## src/scg_defines.vh

```
// Purpose: constants for the sleep-mode peripheral clock gate bank two
// Assumes: 32-bit register port, byte addresses
// Notes:   included by every design file of the block
`ifndef SCG_DEFINES_VH
`define SCG_DEFINES_VH

`define SCG_ADDR_W          12
`define SCG_DATA_W          32
`define SCG_OFS_RUN_GATE    12'h108
`define SCG_OFS_SLEEP_GATE  12'h118
`define SCG_OFS_DEEP_GATE   12'h128
`define SCG_OFS_CONFIG      12'h060
`define SCG_OFS_STATUS      12'h1F0
`define SCG_OFS_FAULT_CNT   12'h1F4
`define SCG_GATE_MASK       32'h0001_20FF
`define SCG_RESET_VAL       32'h0000_0000
`define SCG_BIT_SERIAL_BUS  16
`define SCG_BIT_MICRO_DMA   13
`define SCG_PORT_LSB        0
`define SCG_PORT_MSB        7
`define SCG_UNITS           10
`define SCG_CFG_AUTO_BIT    27
`define SCG_MODE_W          2
`define SCG_MODE_RUN        2'h0
`define SCG_MODE_SLEEP      2'h1
`define SCG_MODE_DEEP       2'h2
`define SCG_CNT_W           16

`endif

```

## src/scg_fault_check.v

```verilog
// Purpose: flags a bus access that targets a unit whose clock is off
// Assumes: unit select is one-hot, or all zero for no access
// Notes:   registered, so the fault stands one cycle after the access
`timescale 1ns/1ps
`include "scg_defines.vh"

module scg_fault_check #(
	parameter UNITS = `SCG_UNITS
) (
	input  wire             clk_sys_i,
	input  wire             rst_i,
	input  wire             ce_i,
	input  wire             access_i,
	input  wire [UNITS-1:0] unit_sel_i,
	input  wire [UNITS-1:0] unit_en_i,
	output reg              fault_o
);

	always @(posedge clk_sys_i)
	begin
		if (rst_i)
			fault_o <= 1'b0;
		else if (ce_i)
			fault_o <= access_i && ((unit_sel_i & ~unit_en_i) != {UNITS{1'b0}});
	end

endmodule // scg_fault_check

```

## src/scg_gate_reg.v

```verilog
// Purpose: one masked clock gate register with software access
// Assumes: writes are single-cycle strobes on the system clock
// Notes:   unimplemented bits are never stored, so they read as zero
`timescale 1ns/1ps
`include "scg_defines.vh"

module scg_gate_reg #(
	parameter [31:0] MASK  = `SCG_GATE_MASK,
	parameter [31:0] RESET = `SCG_RESET_VAL
) (
	input  wire        clk_sys_i,
	input  wire        rst_i,
	input  wire        ce_i,
	input  wire        wr_i,
	input  wire [31:0] wdata_i,
	output reg  [31:0] value_o
);

	always @(posedge clk_sys_i)
	begin
		if (rst_i)
			value_o <= RESET;
		else if (ce_i && wr_i)
			value_o <= wdata_i & MASK;
	end

endmodule // scg_gate_reg

```

## src/scg_sleep_gate.v

```verilog
// Purpose: system-control gate bank two with mode selection and fault flag
// Assumes: power mode comes from same-clock logic; unit access select too
// Notes:   clock enables are levels for downstream glitch-free gating cells
`timescale 1ns/1ps
`include "scg_defines.vh"

module scg_sleep_gate #(
	parameter UNITS = `SCG_UNITS
) (
	input  wire                    clk_sys_i,
	input  wire                    rst_i,
	input  wire                    ce_i,
	input  wire [`SCG_ADDR_W-1:0]  addr_i,
	input  wire [`SCG_DATA_W-1:0]  wdata_i,
	input  wire                    wr_i,
	input  wire                    rd_i,
	output reg  [`SCG_DATA_W-1:0]  rdata_o,
	input  wire [`SCG_MODE_W-1:0]  power_mode_i,
	input  wire                    unit_access_i,
	input  wire [UNITS-1:0]        unit_sel_i,
	output reg  [UNITS-1:0]        unit_clk_en_o,
	output wire                    bus_fault_o
);

	localparam ST_RUN   = 3'b001;
	localparam ST_SLEEP = 3'b010;
	localparam ST_DEEP  = 3'b100;

	reg  [2:0]             state;
	reg  [2:0]             next_state;
	reg  [31:0]            run_clock_configuration;
	reg  [`SCG_CNT_W-1:0]  fault_count;
	reg  [UNITS-1:0]       next_unit_clk_en;
	reg  [31:0]            next_rdata;
	wire [31:0]            run_peripheral_clock_gate_two;
	wire [31:0]            sleep_peripheral_clock_gate_two;
	wire [31:0]            deep_sleep_peripheral_clock_gate_two;
	wire                   auto_gating_select;
	wire                   fault;

	// Packs the ten implemented gate bits into one unit vector
	function [UNITS-1:0] gate_units;
		input [31:0] r;
		begin
			gate_units = {r[`SCG_BIT_SERIAL_BUS],
				r[`SCG_BIT_MICRO_DMA],
				r[`SCG_PORT_MSB:`SCG_PORT_LSB]};
		end
	endfunction

	function sel_wr;
		input [`SCG_ADDR_W-1:0] a;
		input [`SCG_ADDR_W-1:0] ofs;
		begin
			sel_wr = wr_i && (a == ofs);
		end
	endfunction

	assign auto_gating_select = run_clock_configuration[`SCG_CFG_AUTO_BIT];

	scg_gate_reg u_run_gate (
		.clk_sys_i (clk_sys_i),
		.rst_i     (rst_i),
		.ce_i      (ce_i),
		.wr_i      (sel_wr(addr_i, `SCG_OFS_RUN_GATE)),
		.wdata_i   (wdata_i),
		.value_o   (run_peripheral_clock_gate_two)
	);

	scg_gate_reg u_sleep_gate (
		.clk_sys_i (clk_sys_i),
		.rst_i     (rst_i),
		.ce_i      (ce_i),
		.wr_i      (sel_wr(addr_i, `SCG_OFS_SLEEP_GATE)),
		.wdata_i   (wdata_i),
		.value_o   (sleep_peripheral_clock_gate_two)
	);

	scg_gate_reg u_deep_gate (
		.clk_sys_i (clk_sys_i),
		.rst_i     (rst_i),
		.ce_i      (ce_i),
		.wr_i      (sel_wr(addr_i, `SCG_OFS_DEEP_GATE)),
		.wdata_i   (wdata_i),
		.value_o   (deep_sleep_peripheral_clock_gate_two)
	);

	// Only the auto gating select bit is kept; other bits belong elsewhere
	always @(posedge clk_sys_i)
	begin
		if (rst_i)
			run_clock_configuration <= `SCG_RESET_VAL;
		else if (ce_i && sel_wr(addr_i, `SCG_OFS_CONFIG))
			run_clock_configuration <= wdata_i & (32'h0000_0001 << `SCG_CFG_AUTO_BIT);
	end

	// Without auto gating the low-power modes keep using run gates
	always @*
	begin
		next_state = ST_RUN;
		if (auto_gating_select)
		begin
			case (power_mode_i)
				`SCG_MODE_SLEEP: next_state = ST_SLEEP;
				`SCG_MODE_DEEP:  next_state = ST_DEEP;
				default:         next_state = ST_RUN;
			endcase
		end
	end

	always @(posedge clk_sys_i)
	begin
		if (rst_i)
			state <= ST_RUN;
		else if (ce_i)
			state <= next_state;
	end

	// A clear bit drops the enable, a set bit raises it
	always @*
	begin
		case (state)
			ST_SLEEP: next_unit_clk_en = gate_units(sleep_peripheral_clock_gate_two);
			ST_DEEP:  next_unit_clk_en = gate_units(deep_sleep_peripheral_clock_gate_two);
			ST_RUN:   next_unit_clk_en = gate_units(run_peripheral_clock_gate_two);
			default:  next_unit_clk_en = gate_units(run_peripheral_clock_gate_two);
		endcase
	end

	always @(posedge clk_sys_i)
	begin
		if (rst_i)
			unit_clk_en_o <= {UNITS{1'b0}};
		else if (ce_i)
			unit_clk_en_o <= next_unit_clk_en;
	end

	// Checked against registered enables so fault and clock agree in time
	scg_fault_check #(
		.UNITS (UNITS)
	) u_fault (
		.clk_sys_i  (clk_sys_i),
		.rst_i      (rst_i),
		.ce_i       (ce_i),
		.access_i   (unit_access_i),
		.unit_sel_i (unit_sel_i),
		.unit_en_i  (unit_clk_en_o),
		.fault_o    (fault)
	);

	assign bus_fault_o = fault;

	// Counter saturates rather than wraps so software never sees a false zero
	always @(posedge clk_sys_i)
	begin
		if (rst_i)
			fault_count <= {`SCG_CNT_W{1'b0}};
		else if (ce_i && sel_wr(addr_i, `SCG_OFS_FAULT_CNT))
			fault_count <= {`SCG_CNT_W{1'b0}};
		else if (ce_i && fault && (fault_count != {`SCG_CNT_W{1'b1}}))
			fault_count <= fault_count + 1'b1;
	end

	always @*
	begin
		case (addr_i)
			`SCG_OFS_RUN_GATE:   next_rdata = run_peripheral_clock_gate_two;
			`SCG_OFS_SLEEP_GATE: next_rdata = sleep_peripheral_clock_gate_two;
			`SCG_OFS_DEEP_GATE:  next_rdata = deep_sleep_peripheral_clock_gate_two;
			`SCG_OFS_CONFIG:     next_rdata = run_clock_configuration;
			`SCG_OFS_STATUS:     next_rdata = {{(32-UNITS-3){1'b0}}, state, unit_clk_en_o};
			`SCG_OFS_FAULT_CNT:  next_rdata = {{(32-`SCG_CNT_W){1'b0}}, fault_count};
			default:             next_rdata = `SCG_RESET_VAL;
		endcase
	end

	// Read data stand only in the cycle after the read strobe
	always @(posedge clk_sys_i)
	begin
		if (rst_i)
			rdata_o <= `SCG_RESET_VAL;
		else if (ce_i)
			rdata_o <= rd_i ? next_rdata : `SCG_RESET_VAL;
	end

endmodule // scg_sleep_gate

```

## config.mk

```make
export PLATFORM = sky130hd
export DESIGN_NAME = scg_sleep_gate
export DESIGN_NICKNAME = d
export VERILOG_FILES = /design/src/scg_fault_check.v /design/src/scg_gate_reg.v /design/src/scg_sleep_gate.v
export VERILOG_INCLUDE_DIRS = /design/src /design/src/src
export SDC_FILE = /design/constraint.sdc
export NUM_CORES = 1
export LEC_CHECK = 0
export ABC_AREA = 1
export BUFFER_PORTS_ARGS = -buffer_cell sky130_fd_sc_hd__buf_2
export CAP_MARGIN = 20
export CORE_ASPECT_RATIO = 0.5
export CORE_MARGIN = 4
export CORE_UTILIZATION = 45
export DETAILED_ROUTE_END_ITERATION = 10
export PLACE_DENSITY = 0.7
export SLEW_MARGIN = 0
export SYNTH_ARGS = -nofsm -noshare
export SYNTH_HDL_FRONTEND = slang
export SYNTH_SLANG_ARGS = --single-unit
export TNS_END_PERCENT = 100
```

## constraint.sdc

```tcl
create_clock -name clk_sys_i -period 1.45 [get_ports clk_sys_i]
set_input_delay 0.145 -clock clk_sys_i [delete_from_list [all_inputs] [get_ports clk_sys_i]]
set_output_delay 0.145 -clock clk_sys_i [all_outputs]
set_load 0.005 [all_outputs]
```

# Word-level counts from Yosys, hierarchy flattened
# Cells that the tools add are included.
# word_totals
out_inout_bits,43
input_bits,62
word_cells,43
reg_bits,93
# classes
bitwise_logic,2
add_sub_neg,1
muxes,5
n_eq_ne,11
reduce_logical,15
# op_table
cell,n
$pmux 28 s6,1
$eq 12x9->1 const B,5
$mux 32,1
$pmux 10 s2,1
$add 16x1->16 const B,1
$ne 16x16->1 const B,1
$logic_and 1x1->1,13
$eq 12x7->1 const B,1
$and 10x10->10,1
$not 10->10,1
$reduce_bool 10->1,1
$pmux 3 s2,1
$eq 3x2->1 const B,1
$eq 3x3->1 const B,1
$mux 3,1
$eq 2x1->1 const B,1
$eq 2x2->1 const B,1
$reduce_or 2->1,1

# Longest topological paths before layout
# depth
word_depth,4
mapped_depth,11
ltp_nobuf,10

# By module
# Synthesis repeated with hierarchy kept, for this count alone.
# hier_totals
cells_unflattened,965
area_unflattened_um2,5920.7
# by_module_without_submodules
mod,cells_each,seq_area_each_um2,instances,area_per_inst_um2
scg_sleep_gate,669,1241.2,1,3975.1
scg_gate_reg,87,200.2,3,595.6
scg_fault_check,35,20.0,1,158.9

# Worst setup path after synthesis
# OpenSTA, ideal clock, no wires.
# synth_timing
path_type,register -> register
start,register fault_count[0]
end,register fault_count[9]
setup_slack_ns,-0.048
n_path_buf,1
setup_ns,0.117
t_required_ns,1.333
synth_period_minus_slack_ns,1.498
arrival_ns,1.381
stages_incl_launch_ff,9
path_cell_list,dfxtp_1 > ha_1 > nand3_1 > nor2_1 > a31oi_1 > buf_2 > nand3_1 > nand2_1 > nor2_1
# synth_via
elab_chain_cells,2
word_cells_on_any_way,3
cone_classes,add/sub: 1; eq/ne: 1; reduce/logical: 1
# synth_lines
element,line_no,rtl
from (decl),scg_sleep_gate.v:32,reg [`SCG_CNT_W-1:0] fault_count;
from (signal assigned),scg_sleep_gate.v:157,fault_count <= {`SCG_CNT_W{1'b0}};
from (signal assigned),scg_sleep_gate.v:159,fault_count <= {`SCG_CNT_W{1'b0}};
from (signal assigned),scg_sleep_gate.v:161,fault_count <= fault_count + 1'b1;
"parallel branches: the longest is 2 deep, another holds $add 16x1->16",--,
# Several ways; the timed one is not identified.
# A chain may end at the register's enable or synchronous reset.

# Worst setup path after layout
# layout_timing
start,register fault_count[4]
end,register fault_count[9]
# Same word-level chain as after synthesis.

==> metrics.md <==
| Metric | Value |
|---|---|
| Die X | `around 150 microns` |
| Largest family of logic cells by synthesized area | `simple AND/OR/NAND/NOR gates` |
| Sequential area share after synthesis | `36.2%` |
| R2r setup slk | `approximately 0.019 ns` |
| CTS buffer count | `9` |
| Antenna violations before repair | `0` |
| Die area | `11,400 sq um` |
| CTS root buf | `clkbuf_16` |
| Highest routed layer | `met4` |
| Kind of critical path | `flip-flop to flip-flop` |
| Post-synthesis mux area share | `0%` |
| Largest net degree at the start of global routing | `44` |
| Buffers & Inverters on Critical Path | `1` |
| Synth warn | `0` |
| Clk sinks | `79` |
| Worst hold path class | `input pin to flip-flop` |
| Complex-gate fraction of the synthesized area | `17.7%` |
| Hold Vio Cnt, Final | `0` |
| Layout Utilization | `58.6%` |
| GRT Total Usage | `between 20% and 30%` |
| Adder-Cell Fraction of Synth Area | `less than 1%` |
| Layout cell share with drive strength beyond 1 | `around 27%` |
| Endpoints failing setup | `0` |
| Area Growth Syn to Fin | `27.0%` |
| Die Ht | `77.6 microns` |
| First-pass GRT wire length | `20,400 microns` |
| Final period util | `98.7%` |
| Startpoint types | `flip-flop` |
| Pwr dens | `between 800 and 900 nW/um^2` |
| Clk buf depth | `2` |
| Hold Slack | `0.0607 ns` |
| R2R Path Start | `fault_count[4]` |
| TritonRoute pass-1 iters | `5` |
| Met3 routed WL | `just under 900 microns` |
| CTS tree | `built` |
| Run status | `finished, final reports clean` |
| Data arrival, critical path | `approximately 1.7 ns` |
| Dominant synthesized flop cell | `dfxtp_1` |
| Crit path max fanout | `7` |
| Worst-path cell chain | `nand4_1 > nor2_4 > a31oi_4 > buf_6 > nand2_2 > nand2_2 > nand2_2 > nor2_1` |
| Clk Latency, worst-skew pair | `~0.35 ns` |
| Max_cap viols | `0` |
| Post-DP HPWL | `~9300 microns` |
| Core Rows | `25` |
| CP dominant cell by count | `nand2_2` |
| Final wirelength | `12,700 microns` |
| M1 WL | `just under 6000 microns` |
| Remaining global-route overflow | `0` |
| Placed Area | `5110 sq um` |
| RSZ-0062 raised after global routing | `true` |
| Post-Synth Simple-Gate Area | `a little under a third` |
| Wire per inst | `around 14 microns` |
| Synth Area in XOR/XNOR | `under 10%` |
| Endpoint class of the critical path | `flip-flop` |
| Crit. path cell count | `8` |
| IO Pins | `about 110` |
| Pins Over Slew Limit | `0` |
| Worst path max stage delay | `0.37 ns` |
| Required @ worst endpoint | `between 1.5 and 2 ns` |
| Port bufs | `69` |
| Antenna cells | `0` |
| Fill count | `935` |
| End of the critical path | `fault_count[9]` |
| DRC | `0` |
| Routed Antenna Nets | `0` |
| Routability cong. | `between 0.9 and 1` |
| Core box area | `between 9000 and 10,000 sq um` |
| Vias in the first global route | `4,079` |
| Min Tclk post-route | `between 1 and 1.5 ns` |
| Worst clock skew | `roughly 0.0090 ns` |
| Cell count of the worst reg-to-reg path | `8` |
| Syn avg cell area | `6.77 sq um` |
| Starting Density | `46.2%` |
| Total Power | `about 4.9 mW` |
| Cell count after synthesis | `roughly 640` |
| Crit path max-delay family | `simple AND/OR/NAND/NOR gates` |
| Synth Register Bits | `79` |
| Initial DRC count | `370` |
| R2r endpoint | `fault_count[9]` |
| Worst Setup SP | `fault_count[4]` |
| DR vias/cell | `about 5.2` |
| Synth Cell Area | `4360 sq um` |
| Ys async rst share | `0%` |
| Fmax | `699 MHz` |
| Worst-path clk slew | `~0.060 ns` |
| Met2 wire length | `about 5800 microns` |
| H-tree Lvls | `3` |
| Routed vias | `approximately 4,600` |
| Yosys cell types | `35` |
| Leak | `roughly 2.4 nW` |
| Number of synthesized flops with an enable pin | `0` |
| Design Area, Final | `5540 sq um` |
| Layout Nets | `~800` |
| CP max-delay cell | `dfxtp_4` |
| Worst VDD drop | `0.570 mV` |
state kept, by name (all words and copies together) (netlist names):
signal	cells
unit_clk_en_o	10
u_fault.fault_o	1
u_run_gate.value_o	10
state	3
run_clock_configuration	1
u_sleep_gate.value_o	10
fault_count	16
rdata_o	18
u_deep_gate.value_o	10
worst reg2reg max path: stages, from the launching register on:
cell     delay (ns)
dfxtp_4        0.37
nand4_1        0.23
nor2_4         0.22
a31oi_4        0.14
buf_6          0.17
nand2_2        0.06
nand2_2        0.05
nand2_2        0.06
nor2_1         0.04
area by class of cell:
| cell class | instances | area (sq um) | share of cell area (%) |
|---|---|---|---|
| clock buffers | 9 | 225 | 4.07 |
| clock inverters | 6 | 70.1 | 1.26 |
| inverters | 81 | 307 | 5.53 |
| multi-input cells | 455 | 2370 | 42.7 |
| flip-flops and latches | 79 | 1600 | 28.8 |
| well taps | 135 | 169 | 3.05 |
| repair buffers | 123 | 808 | 14.6 |
report_power, final:
group	leakage (nW)	internal [mW]	total [mW]	switching, mW
registers	0.641	2.18	2.20	0.0189
logic	1.64	0.139	0.364	0.225
clock network	0.134	1.33	2.29	0.959
total	2.42	3.66	4.86	1.20
per-layer routing:
metal | track usage (%) | vias to the layer above
met1 | 31.3 | 2127
li1 | - | 2273
met5 | 0 | -
met3 | 4.20 | 15
met2 | 35.0 | 162
met4 | 5.86 | 0
cell families after synthesis:
group / Yosys count
simple gates: 293
buf+inv: 123
compound gates: 136
other cells: 1
xor+xnor: 9
flops: 79
fa+ha+maj: 3
through the flow:
step                setup slack [ns]  instances  TNS (ns)
detailed placement           -0.0382        870    -0.369
global route                 -0.0962        888    -0.826
CTS                          0.00669        886         0
global placement            -0.00794        870   -0.0100
finish                        0.0185        888         0
floorplan                     0.0123        657         0
synth_stat cells (3+ instances only):
cell type  instances  area, sq um
nor2_4             8         90.1
a21oi_2           11         96.3
buf_1              3         11.3
nor3_1             8         40.0
clkbuf_1          11         41.3
nand2_2           11         68.8
a41oi_1            7         61.3
buf_2              9         45.0
nand3_1           59          295
o22ai_1            8         50.1
a221oi_1           3         26.3
inv_1             75          282
buf_4             16          120
inv_2              5         18.8
a21oi_1           60          300
dfxtp_1           79         1580
nand4_1            6         37.5
nor2_1            36          135
nand2_1          158          593
o21ai_0           46          230
ha_1               3         37.5
xor2_1             7         61.3
cell usage in the layout (no fill, tap or decap), drive strengths merged, types with 2 or more instances in the layout:
master and instances:
a221oi 3, nor2 45, buf 123, xnor2 2
o22ai 8, xor2 7, conb 14, clkinvlp 3
o21ai 46, clkbuf 9, clkinv 2, nor3 8
nand3 61, nand2 170, a21oi 71, dfxtp 79
a41oi 7, inv 81, nand4 6, ha 3
how the worst min path moves through the flow:
stage,from,end,slack [ns],depth (start not counted)
3_5_place_dp,wdata_i[5],u_sleep_gate.value_o[5],0.41,3
4_1_cts,wdata_i[5],u_sleep_gate.value_o[5],0.06,3
2_1_floorplan,unit_access_i,u_fault.fault_o,0.29,2
5_1_grt,unit_access_i,u_fault.fault_o,0.07,3
3_3_place_gp,unit_access_i,u_fault.fault_o,0.41,3
6_report,wdata_i[5],u_sleep_gate.value_o[5],0.06,3
repair_timing:
item / 4_1_cts / 5_1_grt
buffers inserted: 0 / 2
resized for setup: 4 / 30
cloned: 1 / 0
hold buffers: 0 / 0
endpoints found under the hold margin: 0 / 0
pin swaps: 0 / 4
endpoints found under the setup margin: 5 / 23
Power figures use the tool's default switching activity.
